===== src/port1_strap_map.vh =====
`ifndef PORT1_STRAP_MAP_VH
`define PORT1_STRAP_MAP_VH

// Register offsets on the local register port.
`define OFS_BASIC_CTRL 4'h0
`define OFS_ADVERT 4'h1
`define OFS_SPECIAL_MODE 4'h2
`define OFS_MANUAL_FC 4'h3
`define OFS_STRAP_STATUS 4'h4

// Field positions.
`define BIT_RATE_SELECT 13
`define BIT_FULL_DUPLEX 8
`define BIT_AUTONEG_EN 12
`define BIT_ADV_10_FULL 6
`define BIT_ADV_10_HALF 5
`define MODE_HI 2
`define MODE_LO 0
`define BIT_TX_PAUSE 2
`define BIT_RX_PAUSE 1
`define BIT_BACKPRESSURE 0
`define BIT_MANUAL_FC 3

// Strap defaults when the strap source is left at its idle level.
`define STRAP_SPEED_DEFAULT 1'h1
`define STRAP_DUPLEX_DEFAULT 1'h1
`define STRAP_BP_DEFAULT 1'h1
`define STRAP_PAUSE_DEFAULT 1'h1

// Mode field encodings.
`define MODE_10_HALF 3'h0
`define MODE_10_FULL 3'h1
`define MODE_100_HALF 3'h2
`define MODE_100_FULL 3'h3

// Values held while srst is high; they match the straps at their idle level.
`define RST_BASIC_CTRL 16'h3100
`define RST_ADVERT 16'h0000
`define RST_MODE 3'h3
`define RST_MANUAL_FC 4'h7
`define STRAP_IDLE 4'hf

// Strap positions in the synchronised word and in the strap status register.
`define STRAP_POS_SPEED 3
`define STRAP_POS_DUPLEX 2
`define STRAP_POS_BP 1
`define STRAP_POS_PAUSE 0

// Last settle count before the straps are taken; the synchroniser needs two edges to fill.
`define SETTLE_LAST 2'h2

`endif


===== src/strap_sync.v =====
`timescale 1ns/1ps
`include "port1_strap_map.vh"
// Two-flop synchroniser for the four strap levels.
module strap_sync (
    input wire sys_clk,
    input wire srst,
    input wire [3:0] async_in,
    output reg [3:0] sync_out
);
    reg [3:0] stage1;

    always @(posedge sys_clk) begin
        if (srst) begin
            stage1 <= `STRAP_IDLE;
            sync_out <= `STRAP_IDLE;
        end else begin
            stage1 <= async_in;
            sync_out <= stage1;
        end
    end
endmodule // strap_sync


===== src/port1_strap_defaults.v =====
// Decided for this implementation: the placing of the registers and the address-and-strobe port.
`timescale 1ns/1ps
// Contract
// - Speed strap sets the rate select low bit default; high means 100 Mbps.
// - Speed strap sets defaults of 10BASE-T full and half advertisement bits 6, 5.
// - Speed and duplex straps together set the 3-bit special mode default.
// - Duplex strap sets the full duplex select default; high means full duplex.
// - Duplex strap also sets the default of 10BASE-T full advertisement bit 6.
// - Backpressure strap sets the backpressure enable default; high enables it.
// - Pause strap sets tx and rx pause defaults, used under manual flow control.
// - Low pause strap disables pause detection and generation; default is high.
`include "port1_strap_map.vh"

module port1_strap_defaults (
    input wire sys_clk,
    input wire srst,
    input wire port1_speed_default_input,
    input wire port1_duplex_default_input,
    input wire port1_backpressure_default_input,
    input wire port1_pause_default_input,
    input wire [3:0] reg_addr,
    input wire [15:0] reg_wdata,
    input wire reg_wr,
    input wire reg_rd,
    output reg [15:0] reg_rdata,
    output wire rate_select_low_bit,
    output wire full_duplex_select,
    output wire adv_10_full,
    output wire adv_10_half,
    output wire [2:0] special_mode,
    output wire port1_backpressure_enable,
    output wire port1_tx_pause_enable,
    output wire port1_rx_pause_enable,
    output wire port1_manual_flow_ctrl,
    output wire tx_pause_active,
    output wire rx_pause_active,
    output wire load_done
);
    // One-hot sequencer: let the synchroniser fill, take the straps once, then run.
    localparam [2:0] ST_SETTLE = 3'b001;
    localparam [2:0] ST_LOAD = 3'b010;
    localparam [2:0] ST_RUN = 3'b100;

    // Straps rest high, so the chain resets to that level and an open pin gives the defaults.
    wire [3:0] strap_sync_level;

    strap_sync u_sync (
        .sys_clk(sys_clk),
        .srst(srst),
        .async_in({port1_speed_default_input, port1_duplex_default_input,
                   port1_backpressure_default_input, port1_pause_default_input}),
        .sync_out(strap_sync_level)
    );

    wire s_speed = strap_sync_level[`STRAP_POS_SPEED];
    wire s_duplex = strap_sync_level[`STRAP_POS_DUPLEX];
    wire s_bp = strap_sync_level[`STRAP_POS_BP];
    wire s_pause = strap_sync_level[`STRAP_POS_PAUSE];

    reg [2:0] state;
    reg [2:0] next_state;
    reg [1:0] settle;
    reg [1:0] next_settle;
    reg loaded;
    reg next_loaded;

    // Loading waits for the synchroniser to fill with the real pin levels after release.
    wire do_load = (state == ST_LOAD);
    // An early write to a field the load sets would be lost to it, so every write is refused until the load is in.
    wire wr_ok = reg_wr && loaded;

    function [2:0] mode_of;
        input spd;
        input dup;
        begin
            case ({spd, dup})
                2'b00: mode_of = `MODE_10_HALF;
                2'b01: mode_of = `MODE_10_FULL;
                2'b10: mode_of = `MODE_100_HALF;
                default: mode_of = `MODE_100_FULL;
            endcase
        end
    endfunction

    // The 10BASE-T abilities are offered only when the speed strap picks 10 Mbps, so a
    // partner cannot settle on a rate other than the strapped one.
    function adv_full_of;
        input spd;
        input dup;
        begin
            adv_full_of = !spd && dup;
        end
    endfunction

    function adv_half_of;
        input spd;
        begin
            adv_half_of = !spd;
        end
    endfunction

    function is_at;
        input [3:0] addr;
        input [3:0] ofs;
        begin
            is_at = (addr == ofs);
        end
    endfunction

    reg [15:0] basic_ctrl;
    reg [15:0] next_basic_ctrl;
    reg [15:0] advert;
    reg [15:0] next_advert;
    reg [2:0] mode_field;
    reg [2:0] next_mode_field;
    reg [3:0] manual_fc;
    reg [3:0] next_manual_fc;
    reg [3:0] strap_seen;
    reg [3:0] next_strap_seen;
    reg [15:0] next_rdata;

    always @* begin
        next_state = state;
        next_settle = settle;
        next_loaded = loaded;
        case (state)
            ST_SETTLE: begin
                next_settle = settle + 2'h1;
                if (settle == `SETTLE_LAST)
                    next_state = ST_LOAD;
            end
            ST_LOAD: begin
                next_loaded = 1'b1;
                next_state = ST_RUN;
            end
            ST_RUN: begin
                next_state = ST_RUN;
            end
            default: begin
                next_state = ST_SETTLE;
                next_settle = 2'h0;
            end
        endcase
    end

    always @* begin
        next_basic_ctrl = basic_ctrl;
        next_advert = advert;
        next_mode_field = mode_field;
        next_manual_fc = manual_fc;
        next_strap_seen = strap_seen;
        if (do_load) begin
            next_strap_seen = strap_sync_level;
            next_basic_ctrl[`BIT_RATE_SELECT] = s_speed;
            next_basic_ctrl[`BIT_FULL_DUPLEX] = s_duplex;
            next_advert[`BIT_ADV_10_FULL] = adv_full_of(s_speed, s_duplex);
            next_advert[`BIT_ADV_10_HALF] = adv_half_of(s_speed);
            next_mode_field = mode_of(s_speed, s_duplex);
            next_manual_fc[`BIT_BACKPRESSURE] = s_bp;
            next_manual_fc[`BIT_TX_PAUSE] = s_pause;
            next_manual_fc[`BIT_RX_PAUSE] = s_pause;
        end else if (wr_ok) begin
            // Writes after the load override the strap values until the next reset.
            if (is_at(reg_addr, `OFS_BASIC_CTRL))
                next_basic_ctrl = reg_wdata;
            if (is_at(reg_addr, `OFS_ADVERT))
                next_advert = reg_wdata;
            if (is_at(reg_addr, `OFS_SPECIAL_MODE))
                next_mode_field = reg_wdata[`MODE_HI:`MODE_LO];
            if (is_at(reg_addr, `OFS_MANUAL_FC))
                next_manual_fc = reg_wdata[3:0];
        end
    end

    // Read data stands for one cycle only; an idle bus reads as zero.
    always @* begin
        next_rdata = 16'h0000;
        if (reg_rd) begin
            case (reg_addr)
                `OFS_BASIC_CTRL: next_rdata = basic_ctrl;
                `OFS_ADVERT: next_rdata = advert;
                `OFS_SPECIAL_MODE: next_rdata = {13'h0000, mode_field};
                `OFS_MANUAL_FC: next_rdata = {12'h000, manual_fc};
                `OFS_STRAP_STATUS: next_rdata = {11'h000, loaded, strap_seen};
                default: next_rdata = 16'h0000;
            endcase
        end
    end

    always @(posedge sys_clk) begin
        if (srst) begin
            state <= ST_SETTLE;
            settle <= 2'h0;
            loaded <= 1'b0;
            basic_ctrl <= `RST_BASIC_CTRL;
            advert <= `RST_ADVERT;
            mode_field <= `RST_MODE;
            manual_fc <= `RST_MANUAL_FC;
            strap_seen <= `STRAP_IDLE;
            reg_rdata <= 16'h0000;
        end else begin
            state <= next_state;
            settle <= next_settle;
            loaded <= next_loaded;
            basic_ctrl <= next_basic_ctrl;
            advert <= next_advert;
            mode_field <= next_mode_field;
            manual_fc <= next_manual_fc;
            strap_seen <= next_strap_seen;
            reg_rdata <= next_rdata;
        end
    end

    assign rate_select_low_bit = basic_ctrl[`BIT_RATE_SELECT];
    assign full_duplex_select = basic_ctrl[`BIT_FULL_DUPLEX];
    assign adv_10_full = advert[`BIT_ADV_10_FULL];
    assign adv_10_half = advert[`BIT_ADV_10_HALF];
    assign special_mode = mode_field;
    assign port1_backpressure_enable = manual_fc[`BIT_BACKPRESSURE];
    assign port1_tx_pause_enable = manual_fc[`BIT_TX_PAUSE];
    assign port1_rx_pause_enable = manual_fc[`BIT_RX_PAUSE];
    assign port1_manual_flow_ctrl = manual_fc[`BIT_MANUAL_FC];
    // Pause enables only act under manual flow control.
    assign tx_pause_active = port1_manual_flow_ctrl & port1_tx_pause_enable;
    assign rx_pause_active = port1_manual_flow_ctrl & port1_rx_pause_enable;
    assign load_done = loaded;
endmodule // port1_strap_defaults


===== config.mk =====
export PLATFORM = sky130hd
export DESIGN_NAME = port1_strap_defaults
export DESIGN_NICKNAME = d
export VERILOG_FILES = /design/src/strap_sync.v /design/src/port1_strap_defaults.v
export VERILOG_INCLUDE_DIRS = /design/src
export SDC_FILE = /design/constraint.sdc
export NUM_CORES = 1
export LEC_CHECK = 0
export ABC_AREA = 1
export BUFFER_PORTS_ARGS = -buffer_cell sky130_fd_sc_hd__buf_2
export CORE_UTILIZATION = 54
export DETAILED_ROUTE_END_ITERATION = 12
export HOLD_SLACK_MARGIN = 0.1
export PLACE_DENSITY = 0.79
export SYNTH_ARGS = -nofsm -noshare
export SYNTH_HDL_FRONTEND = slang
export SYNTH_SLANG_ARGS = --single-unit

===== constraint.sdc =====
create_clock -name sys_clk -period 1.4 [get_ports sys_clk]
set_input_delay 0.14 -clock sys_clk [delete_from_list [all_inputs] [get_ports sys_clk]]
set_output_delay 0.14 -clock sys_clk [all_outputs]
set_load 0.05 [all_outputs]

Yosys cells after proc, flatten, opt, wreduce, memory -nomap -nowiden
Index checks and enable logic that the tools add are counted.
{"block": "word_totals", "input_bits": 28, "output_inout_bits": 30, "reg_bits": 73, "wordCells": 67}
{"block": "op_classes", "mux": 18, "eq_ne": 11, "n_bitwise": 4, "n_reduce_logical": 19, "addsub": 1}
{"op": "$pmux 16 s5", "count": 1}
{"op": "$mux 14", "count": 2}
{"op": "$mux 3", "count": 7}
{"op": "$mux 7", "count": 2}
{"op": "$reduce_bool 2->1", "count": 5}
{"op": "$reduce_and 3->1", "count": 3}
{"op": "$eq 4x2->1 const B", "count": 2}
{"op": "$reduce_and 2->1", "count": 4}
{"op": "$pmux 2 s3", "count": 1}
{"op": "$pmux 3 s2", "count": 1}
{"op": "$eq 2x2->1 const B", "count": 2}
{"op": "$eq 4x1->1 const B", "count": 1}
{"op": "$eq 4x3->1 const B", "count": 1}
{"op": "$logic_not 4->1", "count": 1}
{"op": "$pmux 2 s2", "count": 1}
{"op": "$reduce_or 2->1", "count": 2}
{"op": "$eq 3x1->1 const B", "count": 1}
{"op": "$eq 3x2->1 const B", "count": 1}
{"op": "$eq 3x3->1 const B", "count": 1}
{"op": "$add 2x1->2 const B", "count": 1}
{"op": "$and 1x1->1", "count": 2}
{"op": "$eq 2x1->1 const B", "count": 1}
{"op": "$logic_and 1x1->1", "count": 2}
{"op": "$logic_not 2->1", "count": 1}
{"op": "5 further kinds", "count": 7}

Depth between registers and ports, before layout
Gate-level depths: netlist of the first run.
{"block": "depth", "ltp_word": 4, "mapped_depth": 8, "ltp_nobuf": 8}

By module
A second synthesis of the first run with hierarchy kept.
{"block": "hier_totals", "cells_unflattened": 389, "hier_area_um2": 2945.3}
{"mod": "port1_strap_defaults", "seq_area_each_um2": 1301.2, "area_each_um2": 2721.4, "cells_per_inst": 364, "instances": 1}
{"mod": "strap_sync", "seq_area_each_um2": 160.2, "area_each_um2": 224.0, "cells_per_inst": 25, "instances": 1}

Worst setup path after synthesis of the first run
No wires, ideal clock.
{"block": "synth_timing", "kind": "register -> register", "from": "reg loaded (netlist: load_done)", "to": "reg basic_ctrl[4]", "period_less_slack_ns": 1.613, "path_buffers": 1, "arrival_time_ns": 1.497, "t_required_ns": 1.284, "path_slack_ns": -0.213, "stages_incl_launch_ff": 9, "setup_ns": 0.116, "cell_sequence": "dfxtp_1 nand2_1 inv_2 nand2_2 inv_2 nand2_2 buf_6 nor2_1 nor2_1"}
{"block": "synth_via", "elab_chain_len": 2}
{"element": "start, declared", "line_no": "port1_strap_defaults.v:64", "rtl": "reg loaded;"}
{"element": "start signal, assigned", "line_no": "port1_strap_defaults.v:204", "rtl": "loaded <= next_loaded;"}
{"element": "$logic_and 1x1->1", "line_no": "port1_strap_defaults.v:70", "rtl": "wire wr_ok = reg_wr && loaded;"}
{"element": "$reduce_and 3->1 (no line)"}
{"element": "end signal, assigned", "line_no": "port1_strap_defaults.v:195", "rtl": "basic_ctrl <= `RST_BASIC_CTRL;"}
{"element": "end signal, assigned", "line_no": "port1_strap_defaults.v:205", "rtl": "basic_ctrl <= next_basic_ctrl;"}
{"element": "end, declared", "line_no": "port1_strap_defaults.v:110", "rtl": "reg [15:0] basic_ctrl;"}
Every way passes these cells.
A chain may end at the register's enable or synchronous reset.

Worst setup path after layout of the first run
{"block": "layout_timing", "from": "reg state[2]", "to": "reg manual_fc[2]"}
{"block": "layout_via", "elab_chain_len": 3, "elab_cells_between_ends": 5, "classes_between": "eq/ne: 1; mux: 1; reduce/logical: 3"}
{"element": "start, declared", "line_no": "port1_strap_defaults.v:60", "rtl": "reg [2:0] state;"}
{"element": "start signal, assigned", "line_no": "port1_strap_defaults.v:202", "rtl": "state <= next_state;"}
{"element": "$eq 3x2->1 (*)", "line_no": "port1_strap_defaults.v:68", "rtl": "wire do_load = (state == ST_LOAD);"}
{"element": "$reduce_bool 2->1 (no line)"}
{"element": "$reduce_and 2->1 (no line)"}
{"element": "end signal, assigned", "line_no": "port1_strap_defaults.v:198", "rtl": "manual_fc <= `RST_MANUAL_FC;"}
{"element": "end signal, assigned", "line_no": "port1_strap_defaults.v:208", "rtl": "manual_fc <= next_manual_fc;"}
{"element": "end, declared", "line_no": "port1_strap_defaults.v:116", "rtl": "reg [3:0] manual_fc;"}
Every way passes the cells marked *; elsewhere a longest branch is shown, timed or not.

==> metrics.md, run 1 <==
| Metric | Value |
|---|---|
| CP Max Fanout | 4 |
| Vias in the first global route | approximately 2,400 |
| Post-route ant nets | 0 |
| First-pass GRT wire length | between 10,000 and 15,000 um |
| Commonest cells after routing, fill and taps aside | 84 x sky130_fd_sc_hd__nand2_1, 72 x sky130_fd_sc_hd__dfxtp_1, 63 x sky130_fd_sc_hd__nor2_1, 57 x sky130_fd_sc_hd__buf_2, 27 x sky130_fd_sc_hd__o21ai_0 |
| Via total after detailed routing | 2,619 |
| Mean routed wirelength per cell | 12.6 um |
| Number of clock sinks | 73 |
| Netlist area before placement | 0.00287 sq mm |
| Combinational family with the most area after synthesis | simple AND/OR/NAND/NOR gates |
| Kind of critical path | reg -> reg |
| Clock root buffer master | sky130_fd_sc_hd__clkbuf_8 |
| Synth Instances | 373 |
| Share of the cycle needed by the critical path after routing | 0.937 |
| Post-Place Cells | 496 |
| Final instance count without filler cells | about 530 |
| Synthesized-area fraction occupied by adder cells | 0.00437 |
| Setup Skew | 10.3 ps |
| Element type at the critical path start | register |
| RSZ-0062 raised after global routing | yes |
| Run status | finished clean |
| Clock tree from TritonCTS | done |
| Mean instance size in the synthesized netlist | 7.68 sq um |
| Drt total wl | 6690 um |
| Compound-Gate Fraction of Synth Area | 0.103 |
| Core region area | 0.00511 sq mm |
| Count of port buffers added during placement | 57 |
| Avg Vias per Cell | between 4 and 5 |
| Commonest non-fill, non-tap cell in the layout | sky130_fd_sc_hd__nand2_1 |
| Slowest library cell on the worst path | sky130_fd_sc_hd__dfxtp_1 |
| Worst-case vdd ir drop | around 0.68 mV |
| Measured slew at the worst slew-check pin | 537 ps |
| GR Overflow Total | 0 |
| GR Util All Layers | 0.265 |
| Inserted Diodes | 0 |
| Slew Limit Headroom | 0.641 |
| Maximum number of pins on one net before global-route repair | 21 |
| Area growth, synth to finish | 25.8% |
| Number of iterations in the first detailed-routing pass | 4 |
| Shortest period the worst path allows | 1310 ps |
| Total clock buffers created by CTS | 9 |
| Leakage power figure | 1.76 nW |
| Buffer count from post-CTS setup fixing | 0 |
| Total power divided by cell area | 1060 mW/mm^2 |
| Deepest clock path buffer count | 2 |
| DPL Wire Length | about 4600 um |
| Max Clock Freq | 762 MHz |
| Fraction of synthesized cell area in xor and xnor cells | 0 |
| Worst setup EP type | register |
| Sequential fraction of the synthesis area | 0.510 |
| Util after Layout | 0.706 |
| Initial Utilization | 0.561 |
| Die height | between 70 and 80 um |
| I/O pin count | 58 |
| Detailed-route DRC error count | 0 |
| Hold Violations, Final | 0 |
| Cell-by-cell trace of the critical path | inv_1 -> nand3_1 -> nand2_2 -> inv_2 -> nand2_1 -> clkinv_1 -> nand2_1 -> nand3_1 |
| Clock latency at the later pin of the worst-skew pair | 340 ps |
| Bufs and invs on worst path | 3 |
| Worst path required time | 1630 ps |
| Worst slack at placement | -17.0 ps |
| Floorplan row count | 26 |
| Deepest level of the CTS H-tree | 3 |
| Initial antenna violation count | 0 |
| Number of failing setup endpoints in the final timing report | 0 |
| Number of distinct standard cells referenced by the synthesized netlist | 27 |
| Family of cells with the greatest summed delay on the critical path | simple AND/OR/NAND/NOR gates |
| Warning count from the yosys run | 0 |
| R2R setup slack | 90 ps |
| RD Place Congestion | ~0.84 |
| Arrival @ worst endpoint | 1540 ps |
| Net count after synthesis | around 400 |
| Proportion of layout cells with a drive suffix above 1 | 0.241 |
| Post-route worst setup slack | 87.6 ps |
| Stage delay of the slowest cell on the critical path | 320 ps |
| Flops & latches, synth | 73 |
| Die Outline Area | 0.00560 sq mm |
| Layout net count | 486 |
| Multiplexer area fraction after synthesis | 0 |
| Tot Pwr | 0.00383 W |
| Simple-gate share of the synthesized area | 0.310 |
| Width of the die | 74.8 um |
| Hold Path Class | in -> reg |
| # Max-Cap Violations | 0 |
| CTS clock-pin slew for the worst setup and hold paths | about 70 ps |
| Drt first-iter violations | ~150 |
| Max-slew violation total from the final report | 0 |
==> registers in the layout, summed over array words and instances, names as in the netlist, 2 cells and up <==
| register | count |
|---|---|
| strap_seen | 4 |
| u_sync.sync_out | 4 |
| advert | 16 |
| u_sync.stage1 | 4 |
| reg_rdata | 16 |
| manual_fc | 4 |
| special_mode | 3 |
| settle | 2 |
| state | 3 |
| basic_ctrl | 16 |
==> path summary, 6_finish.rpt <==
kind,to,start,cells past startpoint
setup / recovery,manual_fc[2]$_SDFFE_PP1P_,state[2]$_SDFFE_PP0P_,8
hold / removal,manual_fc[2]$_SDFFE_PP1P_,reg_wdata[2],3
setup reg to reg,manual_fc[2]$_SDFFE_PP1P_,state[2]$_SDFFE_PP0P_,8
hold reg to reg,u_sync.sync_out[2]$_SDFF_PP1_,u_sync.stage1[2]$_SDFF_PP1_,1
==> routing by layer <==
metal	share of wire	global-route usage	vias to the layer above
li1	-	-	1354
met1	0.47	0.340	1179
met2	0.47	0.422	73
met3	0.042	0.0482	13
met4	0.015	0.151	0
met5	0	0	-
==> through the flow <==
stage | TNS [ps] | cell area, sq um | hold slack, ps
3_5_place_dp | -17.0 | 3220 | 326
4_1_cts | 0 | 3590 | 111
3_3_place_gp | 0 | 3220 | 322
5_1_grt | -18.5 | 3600 | 130
6_report | 0 | 3600 | 117
2_1_floorplan | 0 | 2870 | 244
==> worst register-to-register path, delay by kind of cell, from the launching register on <==
family,cells,cell delay [ps]
simple gates,5,610
flops,1,320
buf+inv,3,280
==> power breakdown <==
part | total [W] | switching [W] | internal, W
combinational | 0.000290 | 0.000167 | 0.000123
clock | 0.00141 | 0.000733 | 0.000677
sequential | 0.00213 | 0.0000163 | 0.00211
total | 0.00383 | 0.000917 | 0.00291
==> synth_stat cells <==
library cell               instances  share of area
sky130_fd_sc_hd__buf_6             5          0.020
sky130_fd_sc_hd__ha_1              1         0.0044
sky130_fd_sc_hd__nor2_2            2         0.0044
sky130_fd_sc_hd__clkbuf_2          1         0.0017
sky130_fd_sc_hd__o21ai_1           6          0.010
sky130_fd_sc_hd__nand2_2           3         0.0066
sky130_fd_sc_hd__clkinv_1          1         0.0013
sky130_fd_sc_hd__nand2_4           2         0.0079
sky130_fd_sc_hd__o21a_1            1         0.0026
sky130_fd_sc_hd__nand2_1          84           0.11
sky130_fd_sc_hd__nand4_1           6          0.013
sky130_fd_sc_hd__a21oi_1          18          0.031
sky130_fd_sc_hd__inv_2             4         0.0052
sky130_fd_sc_hd__nor2_8            1         0.0070
sky130_fd_sc_hd__clkbuf_1          5         0.0066
sky130_fd_sc_hd__nor2_4            4          0.016
sky130_fd_sc_hd__nand3_1          24          0.042
sky130_fd_sc_hd__a31oi_1           1         0.0022
sky130_fd_sc_hd__or2_2             8          0.017
sky130_fd_sc_hd__inv_1            23          0.030
sky130_fd_sc_hd__buf_2             3         0.0052
sky130_fd_sc_hd__o21ai_0          29          0.051
sky130_fd_sc_hd__inv_4             1         0.0022
sky130_fd_sc_hd__a21oi_2           2         0.0061
sky130_fd_sc_hd__nor2_1           63          0.083
sky130_fd_sc_hd__dfxtp_1          73           0.51
sky130_fd_sc_hd__nor3_1            2         0.0035
==> cell families (layout without fill, tap and decap cells) <==
| logic type | Yosys count | count (layout) |
|---|---|---|
| AND/OR/NAND/NOR | 199 | 199 |
| buffers and inverters | 43 | 131 |
| adder cells (fa/ha/maj) | 1 | 1 |
| AO/OA/AOI/OAI | 57 | 57 |
| flip-flops | 73 | 73 |
==> layout make-up <==
type	count	area [sq um]
Timing Repair Buffer	87	564
Inverter	29	111
Sequential cell	73	1470
Fill cell	442	1500
Clock buffer	12	145
Multi-Input combinational cell	257	1210
Clock inverter	3	17.5
Tap cell	70	87.6
==> repair_timing <==
item	CTS	global route
gates cloned	0	0
hold buffers	20	0
endpoints found under the hold margin	33	0
gates resized for setup	1	6
setup endpoints to repair	1	14
No activity file was read; power rests on OpenSTA's default activity.
==> inputs of run 2 (changes only) <==
Settings changed: SETUP_SLACK_MARGIN set to 0.5.
==> run 2 against run 1 <==
  * Sequential share of layout area shrank 6.7 points
  * Register-to-register slack gained 30 ps
  * Clock power grew 13%
  * Largest cell class unchanged
  * Highest routed layer unchanged
==> metrics.md, run 2 (synthesized netlist as in run 1, its figures left out) <==
| Metric | Value |
|---|---|
| RD Place Congestion | 0.874 |
| Mean routed wirelength per cell | about 19 um |
| Worst setup startpoint | state[0]$_SDFFE_PP1P_ |
| Measured slew at the worst slew-check pin | between 300 and 400 ps |
| Worst path required time | between 1500 and 2000 ps |
| Commonest cells after routing, fill and taps aside | 70 x sky130_fd_sc_hd__nand2_1, 59 x sky130_fd_sc_hd__nor2_1, 42 x sky130_fd_sc_hd__dfxtp_1, 28 x sky130_fd_sc_hd__buf_8, 27 x sky130_fd_sc_hd__buf_2 |
| Setup Skew | between 6 and 7 ps |
| Share of the cycle needed by the critical path after routing | 0.914 |
| Worst-case vdd ir drop | 0.979 mV |
| Proportion of layout cells with a drive suffix above 1 | 0.427 |
| Max Clock Freq | 782 MHz |
| Hold Path Class | in -> reg |
| Clock latency at the later pin of the worst-skew pair | 350 ps |
| Floorplan row count | 26 |
| Post-route ant nets | 0 |
| Worst setup EP type | register |
| Max-slew violation total from the final report | 0 |
| I/O pin count | 58 |
| Clock tree from TritonCTS | done |
| Die height | 74.8 um |
| Start point of the worst min-delay path | srst |
| Element type at the critical path start | register |
| R2R setup slack | 120 ps |
| Total negative slack for setup checks | 0 ps |
| Arrival @ worst endpoint | around 1600 ps |
| Leakage power figure | 2.02 nW |
| Total clock buffers created by CTS | 9 |
| Slowest library cell on the worst path | sky130_fd_sc_hd__dfxtp_2 |
| Width of the die | 74.8 um |
| Avg Vias per Cell | 5.78 |
| Total power divided by cell area | 917 mW/mm^2 |
| Tot Pwr | ~0.0041 W |
| Deepest level of the CTS H-tree | 3 |
| First-pass GRT wire length | 13,500 um |
| Area growth, synth to finish | 56.2% |
| Global routing met3 resource utilization | 0.0857 |
| Number of clock sinks | 73 |
| Commonest non-fill, non-tap cell in the layout | sky130_fd_sc_hd__nand2_1 |
| CP Max Fanout | 12 |
| Count of port buffers added during placement | between 50 and 60 |
| Layout net count | between 500 and 600 |
| Number of failing setup endpoints in the final timing report | 0 |
| Vias in the first global route | 2,932 |
| Slew Limit Headroom | 0.770 |
| Hold Violations, Final | 0 |
| Drt total wl | between 10,000 and 15,000 um |
| GR Overflow Total | 0 |
| RSZ-0062 raised after global routing | yes |
| Global-route track usage on met1 | 0.395 |
| Smallest hold slack | 199 ps |
| Die Outline Area | 0.00560 sq mm |
| Critical path's most frequent cell | sky130_fd_sc_hd__nand2_1 |
| Deepest clock path buffer count | 2 |
| Stage delay of the slowest cell on the critical path | 340 ps |
| Detailed-route DRC error count | 0 |
| Global-route layer with the greatest usage | met2 |
| Initial antenna violation count | 0 |
| Inserted Diodes | 0 |
| Shortest period the worst path allows | roughly 1300 ps |
| Drt first-iter violations | approximately 340 |
| Grt met2 use | 0.552 |
| Cell-by-cell trace of the critical path | inv_2 -> nand3_4 -> buf_8 -> nand2_1 -> inv_1 -> nand2_1 -> a21oi_1 |
| Kind of critical path | reg -> reg |
| Via total after detailed routing | ~3,200 |
| Core region area | 0.00511 sq mm |
| Reg-to-reg startpoint | state[0]$_SDFFE_PP1P_ |
| DPL Wire Length | 4710 um |
| Top flop regs | advert x16, basic_ctrl x16, reg_rdata x16 |
| Initial Utilization | 0.561 |
| GR Util All Layers | 0.327 |
| CTS clock-pin slew for the worst setup and hold paths | 80 ps |
| Run status | finished clean |
| Clock root buffer master | sky130_fd_sc_hd__clkbuf_8 |
| # Max-Cap Violations | 0 |
| Number of iterations in the first detailed-routing pass | 6 |
| Maximum number of pins on one net before global-route repair | 18 |
-- run 2: report_power, final --
part	internal (W)	leakage, nW	switching (W)
registers	0.00210	0.602	0.0000259
logic	0.000162	1.31	0.000213
clock network	0.000834	0.100	0.000769
total	0.00310	2.02	0.00101
-- run 2: timing repair --
item	CTS	global route
hold buffers	21	0
gates resized for setup	111	66
setup endpoints to repair	81	90
pin swaps	8	19
setup buffers	21	6
gates cloned	1	2
hold endpoints to repair	36	0
-- run 2: final timing paths --
check                                                     end  cells after the start
worst max-delay path             special_mode[2]$_SDFFE_PP0P_                      7
worst min-delay path                   advert[5]$_SDFFE_PP0P_                      4
worst max register to register   special_mode[2]$_SDFFE_PP0P_                      7
worst min register to register  u_sync.sync_out[3]$_SDFF_PP1_                      1
-- run 2: layer usage --
layer,vias up,share of wire
met1,1490,0.37
met2,252,0.47
met5,-,0
met4,0,0.058
met3,68,0.099
li1,1419,-
-- run 2: metrics by stage --
| stage | area, sq um | instances | util | worst slack, ps |
|---|---|---|---|---|
| after floorplan | 3000 | 373 | - | 225 |
| after global placement | 3320 | 493 | 0.650 | 152 |
| after detailed placement | 3320 | 493 | 0.650 | 115 |
| after CTS | 4220 | 551 | 0.827 | 239 |
| after global routing | 4480 | 559 | 0.877 | -11.7 |
| final | 4480 | 559 | 0.877 | 121 |
-- run 2: critical path: cells and delay by family, from the launching register on --
kind | cells | cell delay [ps]
flops | 1 | 340
buf+inv | 3 | 320
compound gates | 1 | 210
simple gates | 3 | 330
-- run 2: area by class of cell --
| cell class | count | area (sq um) |
|---|---|---|
| tap | 70 | 87.6 |
| fill | 238 | 631 |
| sequential | 73 | 1520 |
| clock buffer | 13 | 180 |
| timing repair buffer | 113 | 1110 |
| clock inverter | 2 | 10.0 |
| inverter | 29 | 145 |
| multi-input combinational | 259 | 1420 |
